--- config.mk ---
export PLATFORM = sky130hd
export DESIGN_NAME = cpm_clock_power_ctrl
export DESIGN_NICKNAME = d
export VERILOG_FILES = /design/src/inc/cpm_pkg.sv /design/src/logic/cpm_clk_div.sv /design/src/logic/cpm_clock_power_ctrl.sv /design/src/logic/cpm_src_mux.sv
export SDC_FILE = /design/constraint.sdc
export NUM_CORES = 1
export LEC_CHECK = 0
export BUFFER_PORTS_ARGS = -buffer_cell sky130_fd_sc_hd__buf_2
export CORE_ASPECT_RATIO = 1.2
export CORE_MARGIN = 8
export CORE_UTILIZATION = 50
export CTS_CLUSTER_SIZE = 20
export DETAILED_ROUTE_END_ITERATION = 8
export PLACE_DENSITY = 0.83
export SYNTH_ARGS = -nofsm -noshare
export SYNTH_HDL_FRONTEND = slang
export SYNTH_SLANG_ARGS = --single-unit
--- constraint.sdc ---
create_clock -name core_clk_i -period 2.9 [get_ports core_clk_i]
set_input_delay 0.29 -clock core_clk_i [delete_from_list [all_inputs] [get_ports core_clk_i]]
set_output_delay 0.29 -clock core_clk_i [all_outputs]
set_load 0.01 [all_outputs]
--- src/inc/cpm_pkg.sv ---
package cpm_pkg;
	localparam int CLK_MHZ = 100;
	localparam logic [16:0] CORE_KHZ = 17'h186A0;
	localparam logic [16:0] FRO_KHZ_15 = 17'h03A98;
	localparam logic [16:0] FRO_KHZ_12 = 17'h02EE0;
	localparam logic [16:0] FRO_KHZ_9 = 17'h02328;
	localparam int LPOSC_KHZ = 1000;
	localparam logic [6:0] LPOSC_DIV_CYC = 7'(100000 / LPOSC_KHZ);
	localparam int SETTLE_NS = 200;
	localparam logic [7:0] SETTLE_CYC = 8'((SETTLE_NS * CLK_MHZ + 999) / 1000);
	localparam logic [7:0] FRO_HALF_DIV = 8'h02;

	localparam logic [7:0] FRO_CTRL_OFS = 8'h00;
	localparam logic [7:0] MAIN_SEL_OFS = 8'h04;
	localparam logic [7:0] CPU_DIV_OFS = 8'h08;
	localparam logic [7:0] PERIPH_GATE_OFS = 8'h0C;
	localparam logic [7:0] PDIV0_OFS = 8'h10;
	localparam logic [7:0] PDIV1_OFS = 8'h14;
	localparam logic [7:0] PDIV2_OFS = 8'h18;
	localparam logic [7:0] CLOCK_OUTPUT_FUNCTION_SEL_OFS = 8'h1C;
	localparam logic [7:0] RUN_PWR_OFS = 8'h20;
	localparam logic [7:0] SLEEP_CFG_OFS = 8'h24;
	localparam logic [7:0] WAKE_EN_OFS = 8'h28;
	localparam logic [7:0] STATUS_OFS = 8'h2C;

	localparam logic [1:0] FRO_SEL_15 = 2'h0;
	localparam logic [1:0] FRO_SEL_12 = 2'h1;
	localparam logic [1:0] FRO_SEL_9 = 2'h2;
	localparam int FRO_HALF_BIT = 2;
	localparam logic [2:0] FRO_CTRL_RST = 3'h1;

	localparam logic [2:0] SRC_FRO = 3'h0;
	localparam logic [2:0] SRC_FRO_HALF = 3'h1;
	localparam logic [2:0] SRC_EXT = 3'h2;
	localparam logic [2:0] SRC_LPOSC = 3'h3;
	localparam logic [2:0] OUT_FRO = 3'h0;
	localparam logic [2:0] OUT_LPOSC = 3'h1;
	localparam logic [2:0] OUT_MAIN = 3'h2;
	localparam logic [2:0] OUT_EXT = 3'h3;
	localparam logic [2:0] SRC_NONE = 3'h4;

	localparam logic [7:0] CPU_DIV_RST = 8'h01;
	localparam logic [7:0] PDIV_RST = 8'h01;
	localparam logic [7:0] PERIPH_GATE_RST = 8'h00;
	localparam int NUM_PERIPH = 8;
	localparam int NUM_PDIV = 3;

	localparam int RUN_LPOSC_BIT = 0;
	localparam int RUN_BOD_BIT = 1;
	localparam logic [1:0] RUN_PWR_RST = 2'h2;

	localparam logic [1:0] MODE_SLEEP = 2'h0;
	localparam logic [1:0] MODE_DEEP = 2'h1;
	localparam logic [1:0] MODE_PDOWN = 2'h2;
	localparam int SLP_KEEP_FRO_BIT = 2;
	localparam int SLP_KEEP_LPOSC_BIT = 3;
	localparam int SLP_KEEP_BOD_BIT = 4;
	localparam logic [4:0] SLEEP_CFG_RST = 5'h00;

	localparam int NUM_WAKE = 6;
	localparam logic [5:0] WAKE_EN_RST = 6'h00;
	localparam int ST_FRO_BIT = 4;
	localparam int ST_LPOSC_BIT = 5;
	localparam int ST_BOD_BIT = 6;
	localparam int ST_CAUSE_LSB = 8;

	typedef enum logic [2:0] {
		ST_RUN, ST_SLEEP, ST_DEEP, ST_PDOWN, ST_RESTORE
	} cpm_state_e;
endpackage

--- src/logic/cpm_clk_div.sv ---
`timescale 1ns/1ps
`default_nettype none
module cpm_clk_div
	import cpm_pkg::*;
(
	// Clock and reset
	input wire logic core_clk_i,
	input wire logic rst_b_i,
	// Source and ratio
	input wire logic src_tick_i,
	input wire logic [7:0] div_i,
	// Divided clock enable
	output logic tick_o
);
	logic [7:0] cnt_reg;

	// A ratio of zero holds the output still
	always_ff @(posedge core_clk_i or negedge rst_b_i) begin
		if (!rst_b_i) begin
			cnt_reg <= 8'h00;
			tick_o <= 1'b0;
		end else if (src_tick_i && div_i != 8'h00) begin
			if (cnt_reg + 8'h01 >= div_i) begin
				cnt_reg <= 8'h00;
				tick_o <= 1'b1;
			end else begin
				cnt_reg <= cnt_reg + 8'h01;
				tick_o <= 1'b0;
			end
		end else begin
			tick_o <= 1'b0;
		end
	end
endmodule // cpm_clk_div
`default_nettype wire

--- src/logic/cpm_clock_power_ctrl.sv ---
`timescale 1ns/1ps
`default_nettype none
module cpm_clock_power_ctrl
	import cpm_pkg::*;
(
	// Clock and reset
	input wire logic core_clk_i,
	input wire logic rst_b_i,
	// Register port
	input wire logic [7:0] reg_addr_i,
	input wire logic [31:0] reg_wdata_i,
	input wire logic reg_wr_i,
	input wire logic reg_rd_i,
	output logic [31:0] reg_rdata_o,
	// Core side
	input wire logic sleep_req_i,
	input wire logic irq_pending_i,
	output logic core_clk_en_o,
	output logic main_clk_en_o,
	// Wake sources
	input wire logic [5:0] wake_irq_i,
	input wire logic [5:0] vector_en_i,
	// External clock pin and clock output function
	input wire logic external_clock_pin_i,
	input wire logic ext_clk_assigned_i,
	output logic clock_output_function_o,
	// Peripheral clocks
	output logic [7:0] periph_clk_en_o,
	output logic lposc_clk_en_o,
	// Power controls
	output logic fro_on_o,
	output logic fro_out_en_o,
	output logic lposc_on_o,
	output logic brownout_detector_on_o,
	output logic analog_on_o,
	output logic flash_on_o,
	output logic flash_standby_o
);
	// Software registers
	logic [2:0] fro_ctrl_reg;
	logic [2:0] main_sel_reg;
	logic [7:0] cpu_div_reg;
	logic [7:0] periph_gate_reg;
	logic [7:0] pdiv_reg [NUM_PDIV];
	logic [2:0] clock_output_function_sel_reg;
	logic [1:0] run_power_config_reg;
	logic [4:0] sleep_cfg_reg;
	logic [5:0] wake_en_reg;
	logic [5:0] wake_cause_reg;

	// Mode sequencer
	cpm_state_e state_reg;
	cpm_state_e state_next;
	logic [7:0] settle_reg;
	logic [5:0] wake_hit;
	logic low_mode;

	// Source ticks
	logic [16:0] fro_acc_reg;
	logic [16:0] fro_sum;
	logic fro_tick_reg;
	logic fro_out;
	logic fro_half_tick;
	logic [6:0] lposc_cnt_reg;
	logic lposc_tick_reg;
	logic ext_q_reg;
	logic ext_tick;
	logic main_tick;
	logic cpu_tick;
	logic clock_output_function_tick;
	logic [NUM_PDIV-1:0] pdiv_tick;

	// Power control next values
	logic fro_on_next;
	logic lposc_on_next;
	logic bod_on_next;

	function automatic logic [16:0] fro_khz(input logic [1:0] sel);
		case (sel)
			FRO_SEL_15: fro_khz = FRO_KHZ_15;
			FRO_SEL_9: fro_khz = FRO_KHZ_9;
			default: fro_khz = FRO_KHZ_12;
		endcase
	endfunction

	// Register writes
	always_ff @(posedge core_clk_i or negedge rst_b_i) begin
		if (!rst_b_i) begin
			fro_ctrl_reg <= FRO_CTRL_RST;
			main_sel_reg <= SRC_FRO;
			cpu_div_reg <= CPU_DIV_RST;
			periph_gate_reg <= PERIPH_GATE_RST;
			for (int i = 0; i < NUM_PDIV; i++) begin
				pdiv_reg[i] <= PDIV_RST;
			end
			clock_output_function_sel_reg <= SRC_NONE;
			run_power_config_reg <= RUN_PWR_RST;
			sleep_cfg_reg <= SLEEP_CFG_RST;
			wake_en_reg <= WAKE_EN_RST;
		end else if (reg_wr_i) begin
			case (reg_addr_i)
				FRO_CTRL_OFS: fro_ctrl_reg <= reg_wdata_i[2:0];
				MAIN_SEL_OFS: main_sel_reg <= reg_wdata_i[2:0];
				CPU_DIV_OFS: cpu_div_reg <= reg_wdata_i[7:0];
				PERIPH_GATE_OFS: periph_gate_reg <= reg_wdata_i[7:0];
				PDIV0_OFS: pdiv_reg[0] <= reg_wdata_i[7:0];
				PDIV1_OFS: pdiv_reg[1] <= reg_wdata_i[7:0];
				PDIV2_OFS: pdiv_reg[2] <= reg_wdata_i[7:0];
				CLOCK_OUTPUT_FUNCTION_SEL_OFS: clock_output_function_sel_reg <= reg_wdata_i[2:0];
				RUN_PWR_OFS: run_power_config_reg <= reg_wdata_i[1:0];
				SLEEP_CFG_OFS: sleep_cfg_reg <= reg_wdata_i[4:0];
				WAKE_EN_OFS: wake_en_reg <= reg_wdata_i[5:0];
				default: ;
			endcase
		end
	end

	// Register reads, data stand for one cycle only
	always_ff @(posedge core_clk_i or negedge rst_b_i) begin
		if (!rst_b_i) begin
			reg_rdata_o <= 32'h00000000;
		end else if (reg_rd_i) begin
			reg_rdata_o <= 32'h00000000;
			case (reg_addr_i)
				FRO_CTRL_OFS: reg_rdata_o[2:0] <= fro_ctrl_reg;
				MAIN_SEL_OFS: reg_rdata_o[2:0] <= main_sel_reg;
				CPU_DIV_OFS: reg_rdata_o[7:0] <= cpu_div_reg;
				PERIPH_GATE_OFS: reg_rdata_o[7:0] <= periph_gate_reg;
				PDIV0_OFS: reg_rdata_o[7:0] <= pdiv_reg[0];
				PDIV1_OFS: reg_rdata_o[7:0] <= pdiv_reg[1];
				PDIV2_OFS: reg_rdata_o[7:0] <= pdiv_reg[2];
				CLOCK_OUTPUT_FUNCTION_SEL_OFS: reg_rdata_o[2:0] <= clock_output_function_sel_reg;
				RUN_PWR_OFS: reg_rdata_o[1:0] <= run_power_config_reg;
				SLEEP_CFG_OFS: reg_rdata_o[4:0] <= sleep_cfg_reg;
				WAKE_EN_OFS: reg_rdata_o[5:0] <= wake_en_reg;
				STATUS_OFS: begin
					reg_rdata_o[2:0] <= state_reg;
					reg_rdata_o[ST_FRO_BIT] <= fro_on_o;
					reg_rdata_o[ST_LPOSC_BIT] <= lposc_on_o;
					reg_rdata_o[ST_BOD_BIT] <= brownout_detector_on_o;
					reg_rdata_o[ST_CAUSE_LSB +: NUM_WAKE] <= wake_cause_reg;
				end
				default: ;
			endcase
		end else begin
			reg_rdata_o <= 32'h00000000;
		end
	end

	// Free-running oscillator as a fractional enable of the core clock
	assign fro_sum = fro_acc_reg + fro_khz(fro_ctrl_reg[1:0]);

	always_ff @(posedge core_clk_i or negedge rst_b_i) begin
		if (!rst_b_i) begin
			fro_acc_reg <= 17'h00000;
			fro_tick_reg <= 1'b0;
		end else if (!fro_on_o) begin
			fro_acc_reg <= 17'h00000;
			fro_tick_reg <= 1'b0;
		end else if (fro_sum >= CORE_KHZ) begin
			fro_acc_reg <= fro_sum - CORE_KHZ;
			fro_tick_reg <= 1'b1;
		end else begin
			fro_acc_reg <= fro_sum;
			fro_tick_reg <= 1'b0;
		end
	end

	assign fro_out = fro_tick_reg & fro_out_en_o;

	// Fixed half rate of the oscillator
	cpm_clk_div u_fro_half (
		.core_clk_i(core_clk_i),
		.rst_b_i(rst_b_i),
		.src_tick_i(fro_out & fro_ctrl_reg[FRO_HALF_BIT]),
		.div_i(FRO_HALF_DIV),
		.tick_o(fro_half_tick)
	);

	// Low-power oscillator runs only while enabled
	always_ff @(posedge core_clk_i or negedge rst_b_i) begin
		if (!rst_b_i) begin
			lposc_cnt_reg <= 7'h00;
			lposc_tick_reg <= 1'b0;
		end else if (!lposc_on_o) begin
			lposc_cnt_reg <= 7'h00;
			lposc_tick_reg <= 1'b0;
		end else if (lposc_cnt_reg == LPOSC_DIV_CYC - 7'h01) begin
			lposc_cnt_reg <= 7'h00;
			lposc_tick_reg <= 1'b1;
		end else begin
			lposc_cnt_reg <= lposc_cnt_reg + 7'h01;
			lposc_tick_reg <= 1'b0;
		end
	end

	// External clock edge, blocked until the pin matrix routes it
	always_ff @(posedge core_clk_i or negedge rst_b_i) begin
		if (!rst_b_i) begin
			ext_q_reg <= 1'b0;
		end else begin
			ext_q_reg <= external_clock_pin_i;
		end
	end

	// Rate at most 15 MHz keeps every edge visible here
	assign ext_tick = external_clock_pin_i & ~ext_q_reg
		& ext_clk_assigned_i & ~low_mode;

	// Main clock source selection
	cpm_src_mux u_main_mux (
		.core_clk_i(core_clk_i),
		.rst_b_i(rst_b_i),
		.src_i({lposc_tick_reg, ext_tick, fro_half_tick, fro_out}),
		.sel_i(main_sel_reg),
		.tick_o(main_tick)
	);

	// Core clock divider
	cpm_clk_div u_cpu_div (
		.core_clk_i(core_clk_i),
		.rst_b_i(rst_b_i),
		.src_tick_i(main_tick),
		.div_i(cpu_div_reg),
		.tick_o(cpu_tick)
	);

	// Clock output function source
	cpm_src_mux u_clock_output_function_mux (
		.core_clk_i(core_clk_i),
		.rst_b_i(rst_b_i),
		.src_i({ext_tick, main_tick, lposc_tick_reg, fro_out}),
		.sel_i(clock_output_function_sel_reg),
		.tick_o(clock_output_function_tick)
	);

	// Dividers for peripherals 0 to 2 fed from the main clock
	for (genvar g = 0; g < NUM_PDIV; g++) begin : g_pdiv
		cpm_clk_div u_pdiv (
			.core_clk_i(core_clk_i),
			.rst_b_i(rst_b_i),
			.src_tick_i(main_tick),
			.div_i(pdiv_reg[g]),
			.tick_o(pdiv_tick[g])
		);
	end

	// Clock enables to core, bus and peripherals
	always_ff @(posedge core_clk_i or negedge rst_b_i) begin
		if (!rst_b_i) begin
			core_clk_en_o <= 1'b0;
			main_clk_en_o <= 1'b0;
			clock_output_function_o <= 1'b0;
			lposc_clk_en_o <= 1'b0;
		end else begin
			core_clk_en_o <= cpu_tick && state_reg == ST_RUN;
			main_clk_en_o <= main_tick & ~low_mode;
			clock_output_function_o <= clock_output_function_tick;
			lposc_clk_en_o <= lposc_tick_reg;
		end
	end

	always_ff @(posedge core_clk_i or negedge rst_b_i) begin
		if (!rst_b_i) begin
			periph_clk_en_o <= 8'h00;
		end else begin
			for (int i = 0; i < NUM_PERIPH; i++) begin
				if (i < NUM_PDIV) begin
					periph_clk_en_o[i] <= pdiv_tick[i]
						& periph_gate_reg[i] & ~low_mode;
				end else begin
					periph_clk_en_o[i] <= main_tick
						& periph_gate_reg[i] & ~low_mode;
				end
			end
		end
	end

	// Qualified wake requests
	assign wake_hit = wake_irq_i & wake_en_reg & vector_en_i;
	assign low_mode = state_reg == ST_DEEP || state_reg == ST_PDOWN;

	always_comb begin
		state_next = state_reg;
		case (state_reg)
			ST_RUN: begin
				if (sleep_req_i) begin
					case (sleep_cfg_reg[1:0])
						MODE_DEEP: state_next = ST_DEEP;
						MODE_PDOWN: state_next = ST_PDOWN;
						default: state_next = ST_SLEEP;
					endcase
				end
			end
			ST_SLEEP: begin
				if (irq_pending_i) begin
					state_next = ST_RUN;
				end
			end
			ST_DEEP, ST_PDOWN: begin
				if (wake_hit != 6'h00) begin
					state_next = ST_RESTORE;
				end
			end
			ST_RESTORE: begin
				if (settle_reg == SETTLE_CYC - 8'h01) begin
					state_next = ST_RUN;
				end
			end
			default: state_next = ST_RUN;
		endcase
	end

	always_ff @(posedge core_clk_i or negedge rst_b_i) begin
		if (!rst_b_i) begin
			state_reg <= ST_RUN;
		end else begin
			state_reg <= state_next;
		end
	end

	// Sources settle before the core clock returns
	always_ff @(posedge core_clk_i or negedge rst_b_i) begin
		if (!rst_b_i) begin
			settle_reg <= 8'h00;
		end else if (state_reg == ST_RESTORE) begin
			settle_reg <= settle_reg + 8'h01;
		end else begin
			settle_reg <= 8'h00;
		end
	end

	always_ff @(posedge core_clk_i or negedge rst_b_i) begin
		if (!rst_b_i) begin
			wake_cause_reg <= 6'h00;
		end else if (low_mode && wake_hit != 6'h00) begin
			wake_cause_reg <= wake_hit;
		end
	end

	// Oscillator and detector power by mode
	always_comb begin
		fro_on_next = 1'b1;
		lposc_on_next = run_power_config_reg[RUN_LPOSC_BIT];
		bod_on_next = run_power_config_reg[RUN_BOD_BIT];
		case (state_next)
			ST_DEEP: begin
				fro_on_next = sleep_cfg_reg[SLP_KEEP_FRO_BIT];
				lposc_on_next = sleep_cfg_reg[SLP_KEEP_LPOSC_BIT];
				bod_on_next = sleep_cfg_reg[SLP_KEEP_BOD_BIT];
			end
			ST_PDOWN: begin
				fro_on_next = 1'b0;
				lposc_on_next = sleep_cfg_reg[SLP_KEEP_LPOSC_BIT];
				bod_on_next = sleep_cfg_reg[SLP_KEEP_BOD_BIT];
			end
			default: ;
		endcase
	end

	always_ff @(posedge core_clk_i or negedge rst_b_i) begin
		if (!rst_b_i) begin
			fro_on_o <= 1'b1;
			fro_out_en_o <= 1'b1;
			lposc_on_o <= 1'b0;
			brownout_detector_on_o <= 1'b1;
			analog_on_o <= 1'b1;
			flash_on_o <= 1'b1;
			flash_standby_o <= 1'b0;
		end else begin
			fro_on_o <= fro_on_next;
			lposc_on_o <= lposc_on_next;
			brownout_detector_on_o <= bod_on_next;
			fro_out_en_o <= state_next != ST_DEEP
				&& state_next != ST_PDOWN;
			analog_on_o <= state_next != ST_DEEP
				&& state_next != ST_PDOWN;
			flash_on_o <= state_next != ST_PDOWN;
			flash_standby_o <= state_next == ST_DEEP;
		end
	end
endmodule // cpm_clock_power_ctrl
`default_nettype wire

--- src/logic/cpm_src_mux.sv ---
`timescale 1ns/1ps
`default_nettype none
module cpm_src_mux
	import cpm_pkg::*;
(
	// Clock and reset
	input wire logic core_clk_i,
	input wire logic rst_b_i,
	// Sources and selection
	input wire logic [3:0] src_i,
	input wire logic [2:0] sel_i,
	// Selected clock enable
	output logic tick_o
);
	always_ff @(posedge core_clk_i or negedge rst_b_i) begin
		if (!rst_b_i) begin
			tick_o <= 1'b0;
		end else if (sel_i >= SRC_NONE) begin
			tick_o <= 1'b0;
		end else begin
			tick_o <= src_i[sel_i[1:0]];
		end
	end
endmodule // cpm_src_mux
`default_nettype wire

Yosys cells after proc, flatten, opt, wreduce, memory -nomap -nowiden
Cells that the tools add are included.
Storage, ports and cells
  word-level logic and storage cells: 190
  bits in registers: 203
Cells by class
  order comparisons: 10
  bitwise operators: 26
  add/subtract/negate cells: 9
  multiplexer cells: 49
  reduce and logical (&&, ||, !) cells: 29
  equality and inequality tests: 24
Operators by type and width (count)
  8-bit by 1-bit adder with 8-bit output, second input constant: 6
  8-bit 2-to-1 mux: 6
  8-bit by 5-bit == test with 1-bit output, second input constant: 5
  17-bit 2-to-1 mux: 2
  8-bit by 6-bit == test with 1-bit output, second input constant: 4
  8-bit greater-or-equal comparator: 4
  8-bit nonzero test: 4
  13-bit one-hot mux with 2 select lines: 1
  2-bit one-hot mux with 12 select lines: 1
  1-bit bitwise AND: 22
  2-bit AND reduction: 11
  1-bit 2-to-1 mux: 20
  17-bit adder: 1
  17-bit greater-or-equal comparator, second input constant: 1
  17-bit subtractor, second input constant: 1
  8-bit by 4-bit == test with 1-bit output, second input constant: 2
  14-bit 2-to-1 mux: 1
  7-bit 2-to-1 mux: 2
  1-bit one-hot mux with 7 select lines: 2
  6-bit bitwise AND: 2
  3-bit by 2-bit == test with 1-bit output, second input constant: 4
  3-bit 2-to-1 mux: 4
  3-bit one-hot mux with 4 select lines: 1
  1-bit one-hot mux with 11 select lines: 1
  26 further kinds: 39

Logic depth before layout (Yosys ltp)
  depth in word-level cells: 8
  depth in mapped cells: 14
  gate-level depth less buffers: 12

Hierarchy
Synthesis repeated with hierarchy kept, for this count alone.
Unflattened totals
  cell total of the unflattened synthesis: 1021
  area total of the unflattened synthesis: 10432.5 um^2
Modules (own cells, without submodules)
  cpm_clock_power_ctrl: seq. area each 3392.0 um^2, instances 1, cells an instance 600, area an instance 6650.1 um^2
  cpm_clk_div: seq. area each 225.2 um^2, instances 5, cells an instance 83, area an instance 732.0 um^2
  cpm_src_mux: seq. area each 25.0 um^2, instances 2, cells an instance 3, area an instance 61.3 um^2

Least setup slack after synthesis
Ideal clock, no wire load.
  path type: reg2reg
  start point: reg fro_ctrl_reg[0]
  end point: reg fro_acc_reg[12]
  buffers on the path: 1
  data arrival time: 2.960 ns
  setup slack: -0.139 ns
  stages on the path, launching flop included: 13
  period minus slack after synthesis: 3.039 ns
  required time: 2.821 ns
  cells stage by stage: dfstp_2 -> inv_1 -> ha_1 -> fa_1 -> a21oi_1 -> o221ai_1 -> xnor2_1 -> nand2_1 -> or2_2 -> a31o_1 -> buf_6 -> a21oi_2 -> mux2i_1
On the way
  longest elaborated chain between the ends: 6
  elaborated cells on any way between the ends: 8
RTL lines
  start: declaration: RTL line cpm_clock_power_ctrl.sv:40  | logic [2:0] fro_ctrl_reg;
  start signal: assignment: RTL line cpm_clock_power_ctrl.sv:102  | FRO_CTRL_OFS: fro_ctrl_reg <= reg_wdata_i[2:0];
  2-bit == test / 2-bit zero test (equally long branches): RTL line cpm_clock_power_ctrl.sv:79  | case (sel)
  13-bit one-hot mux with 2 select lines (*): RTL line cpm_clock_power_ctrl.sv:79
  17-bit adder (*): RTL line cpm_clock_power_ctrl.sv:151  | assign fro_sum = fro_acc_reg + fro_khz(fro_ctrl_reg[1:0]);
  17-bit subtractor / 17-bit greater-or-equal comparator (equally long branches): RTL line cpm_clock_power_ctrl.sv:161, cpm_clock_power_ctrl.sv:160
  17-bit 2-to-1 mux (*): RTL line cpm_clock_power_ctrl.sv:160  | end else if (fro_sum >= CORE_KHZ) begin
  17-bit 2-to-1 mux (*): RTL line cpm_clock_power_ctrl.sv:157  | end else if (!fro_on_o) begin
  end signal: assignment: RTL line cpm_clock_power_ctrl.sv:161  | fro_acc_reg <= fro_sum - CORE_KHZ;
  end signal: assignment: RTL line cpm_clock_power_ctrl.sv:164  | fro_acc_reg <= fro_sum;
  end: declaration: RTL line cpm_clock_power_ctrl.sv:59  | logic [16:0] fro_acc_reg;
Mark *: on every way between the ends. The rest lies on a longest branch, timed or not.
A chain may end at the register's enable or synchronous reset.

Final worst setup path
  start point: reg fro_ctrl_reg[0]
  end point: reg fro_acc_reg[10]
The elaborated chain is that of the path after synthesis.

==> results.json <==
{
  "setup_viol": 13,
  "fin_ws_ns": -0.3177,
  "ff2ff_setup_slack_ns": -0.32,
  "period_needed_ns": 3.218,
  "crit_start": "fro_ctrl_reg[0]",
  "yosys.area.top_type": "dfrtp_1",
  "synth_top_flop_cell": "dfrtp_1",
  "critical_path.cell_chain": "inv_2 -> nand2_2 -> buf_4 -> ha_1 -> o21a_1 -> o21ai_0 -> o21bai_1 -> xor2_1 -> and3_4 -> a31o_1 -> buf_6 -> a21oi_4 -> mux2i_1",
  "dp.cells": 1313,
  "start_kind": "flip-flop",
  "die_width_microns": 144.4,
  "synth.distinct_cells": 75,
  "synth-seq-cells": 182,
  "fp-row-count": 56,
  "powerDensity_mw_per_mm2": 864.4,
  "synth_top_area_share_pct": 43.24,
  "grt_usage_pct": 22.41,
  "regArea_sq_mm": 0.004568,
  "critPathMaxStageDelay_ns": 0.57,
  "ir_drop_mv": 0.5555,
  "rsz0062_at_grt": "true",
  "synth_most_common_cell": "dfrtp_1",
  "reg2reg_from": "fro_ctrl_reg[0]",
  "grt_overflow_total": 0,
  "syn_area_sq_mm": 0.009897,
  "crit_arrival_ns": 3.57,
  "crit_path_end_kind": "flip-flop",
  "power_leakage_nw": 5.629,
  "boundaryPins": 111,
  "num_vias": 8218,
  "max_cap_violations": 0,
  "max_freq_mhz": 310.8,
  "ant_nets": 0,
  "wire_per_inst_microns": 20.14,
  "synth-async-reset-ratio_pct": 100.0,
  "violations": "negative setup slack",
  "dieHeight_microns": 170.1,
  "status": "finished, violations left",
  "clock_latency_ns": 0.44,
  "cts.sinks": 182,
  "synth_edf_count": 0,
  "synth_area_per_cell_sq_um": 10.36,
  "die_area_sq_mm": 0.02457,
  "fin_cells": 1373,
  "r2r-end": "fro_acc_reg[10]",
  "start_util_pct": 50.81,
  "rr_worst_depth": 13,
  "cts-root-buf": "clkbuf_16",
  "nNetsFinal": 1209,
  "portBuffers": 68,
  "cp_max_fo": 6,
  "setup-tns-final_ns": -2.826,
  "relSlewSlack_pct": 49.07,
  "postSynthCellCount": 955,
  "clk_pin_slew_ns": 0.07,
  "syn2layout_area_growth_pct": 21.72,
  "gp_congestion": 0.9319,
  "worst-endpoint-required_ns": 3.25,
  "htree_levels": 4,
  "vias_per_cell": 5.985,
  "cts_tree": "yes",
  "tightest_slew_ns": 0.7639,
  "antenna_found_initial": 7,
  "drc": 0,
  "yosysSeqAreaShare_pct": 46.16,
  "multi_input_area_sq_mm": 0.005353,
  "n_fill_cell": 1397,
  "place_hpwl_mm": 17.82,
  "grt_first_pass_wirelength_mm": 42.95,
  "cp-endpoint": "fro_acc_reg[10]",
  "skew_ns": 0.009831,
  "synthTopCellsByArea": "dfrtp_1 43%, mux2_2 7.3%, ha_1 6.4%",
  "cts_buffers": 17,
  "crit_slowest_cell": "dfstp_2",
  "fp.coreArea_sq_mm": 0.01948,
  "crit_type": "reg2reg",
  "maxSlewViolCount": 0,
  "grt_pass1_vias": 8201,
  "min_period_over_period_pct": 111.0,
  "routed_wl_mm": 27.66,
  "yosysWarnings": 0,
  "grt_max_degree": 91,
  "drt_iter0_drc": 932,
  "first_pass_iters": 7,
  "cts_buffer_depth": 2,
  "layout-drive-gt1-share_pct": 30.63,
  "hold_path.class": "in2reg",
  "final-hold-violation-count": 0,
  "ys_top_cells_by_count": "171 x dfrtp_1, 107 x nand2_1, 64 x mux2_2"
}
-- routing by layer --
metal | vias to the layer above | part of all wire (%) | global-route usage (%)
li1 | 3648 | - | -
met1 | 4025 | 38 | 26.83
met2 | 426 | 49 | 36.83
met3 | 109 | 8.7 | 5.747
met4 | 10 | 4.5 | 10.92
met5 | - | 0.21 | 0
-- worst min path at each step --
stage | startpoint | to | depth (start not counted) | slack [ns]
5_1_grt | wake_irq_i[1] | wake_cause_reg[1] | 3 | 0.16
4_1_cts | wake_irq_i[1] | wake_cause_reg[1] | 3 | 0.14
2_1_floorplan | rst_b_i | clock_output_function_o | 0 | -0.006
6_report | wake_irq_i[3] | wake_cause_reg[3] | 3 | 0.16
3_5_place_dp | u_clock_output_function_mux.tick_o | clock_output_function_o | 0 | 0.35
3_3_place_gp | u_clock_output_function_mux.tick_o | clock_output_function_o | 0 | 0.33
-- layout make-up --
class                      count  share of cell area, %
multi-input combinational    699                  44.43
sequential                   182                  37.92
timing repair buffer         148                  8.309
clock buffer                  19                  3.594
tap                          261                  2.711
inverter                      49                  1.548
clock inverter                13                  1.444
antenna                        2                0.04155
-- per-stage QoR --
| step | util [%] | power (W) | instance area [sq um] | hold WS (ns) | worst slack, ns |
|---|---|---|---|---|---|
| after floorplan | - | 0.005341 | 9991 | -0.005591 | 0.01332 |
| after global placement | 55.61 | 0.006360 | 10830 | 0.3336 | -0.1178 |
| after detailed placement | 55.61 | 0.006513 | 10830 | 0.3470 | -0.1898 |
| after CTS | 60.34 | 0.009420 | 11750 | 0.1418 | -0.03011 |
| after global routing | 61.84 | 0.01081 | 12050 | 0.1605 | -0.3668 |
| final | 61.84 | 0.01041 | 12050 | 0.1586 | -0.3177 |
-- critical path, delay by kind of cell, from the launching register on --
| family | cells | cell delay, ns |
|---|---|---|
| flip-flops | 1 | 0.57 |
| AO/OA/AOI/OAI | 5 | 1.17 |
| adder cells (fa/ha/maj) | 1 | 0.24 |
| buffers and inverters | 3 | 0.35 |
| AND/OR/NAND/NOR | 2 | 0.37 |
| XOR/XNOR | 1 | 0.21 |
| multiplexers | 1 | 0.23 |
-- placed cells by master (no fill, tap or decap), types with 5 or more instances in the layout --
cell type,Yosys,final
a21oi_2,7,5
inv_1,48,46
xor2_1,21,20
a31oi_1,8,7
buf_4,19,69
dfrtp_1,171,171
nor4_1,9,8
a222oi_1,8,8
o21ai_0,55,51
xnor2_2,0,7
a21o_1,17,17
nand2_1,107,103
ha_4,0,5
buf_6,3,7
dfstp_2,11,11
a21oi_4,1,8
clkbuf_16,0,17
ha_1,51,44
or2_2,14,12
and2_1,11,11
nor3_1,15,14
mux2_2,64,64
and3_1,26,24
nand2b_1,11,11
conb_1,1,18
mux2i_1,10,10
buf_2,0,67
a22oi_1,17,17
nand3_1,44,41
xnor2_1,25,18
nor3b_1,5,5
a21oi_1,17,12
nor2_1,60,58
-- kinds of logic (layout without fill, tap and decap cells) --
kind of cell | Yosys count | in the layout | share of synthesized area (%)
XOR/XNOR | 49 | 49 | 4.678
flip-flops | 182 | 182 | 46.16
AO/OA/AOI/OAI | 178 | 178 | 13.10
AND/OR/NAND/NOR | 328 | 328 | 16.69
other | 1 | 20 | 0.03789
buffers and inverters | 91 | 229 | 4.399
adder cells (fa/ha/maj) | 52 | 52 | 6.650
multiplexers | 74 | 74 | 8.293
-- power breakdown --
part | leakage (nW) | switching, W | internal, W
Combinational | 2.88 | 0.00255 | 0.00225
Clock | 0.290 | 0.00104 | 0.00137
Sequential | 2.46 | 0.000373 | 0.00282
Total | 5.63 | 0.00397 | 0.00645
-- repair_timing --
action | CTS | global route
cloned | 0 | 0
endpoints found under the setup margin | 13 | 25
gates resized for setup | 39 | 38
hold endpoints to repair | 80 | 0
hold buffers | 2 | 0
pin swaps | 30 | 27
buffers inserted | 10 | 14
Note: power is estimated with default switching activity, not from simulation.
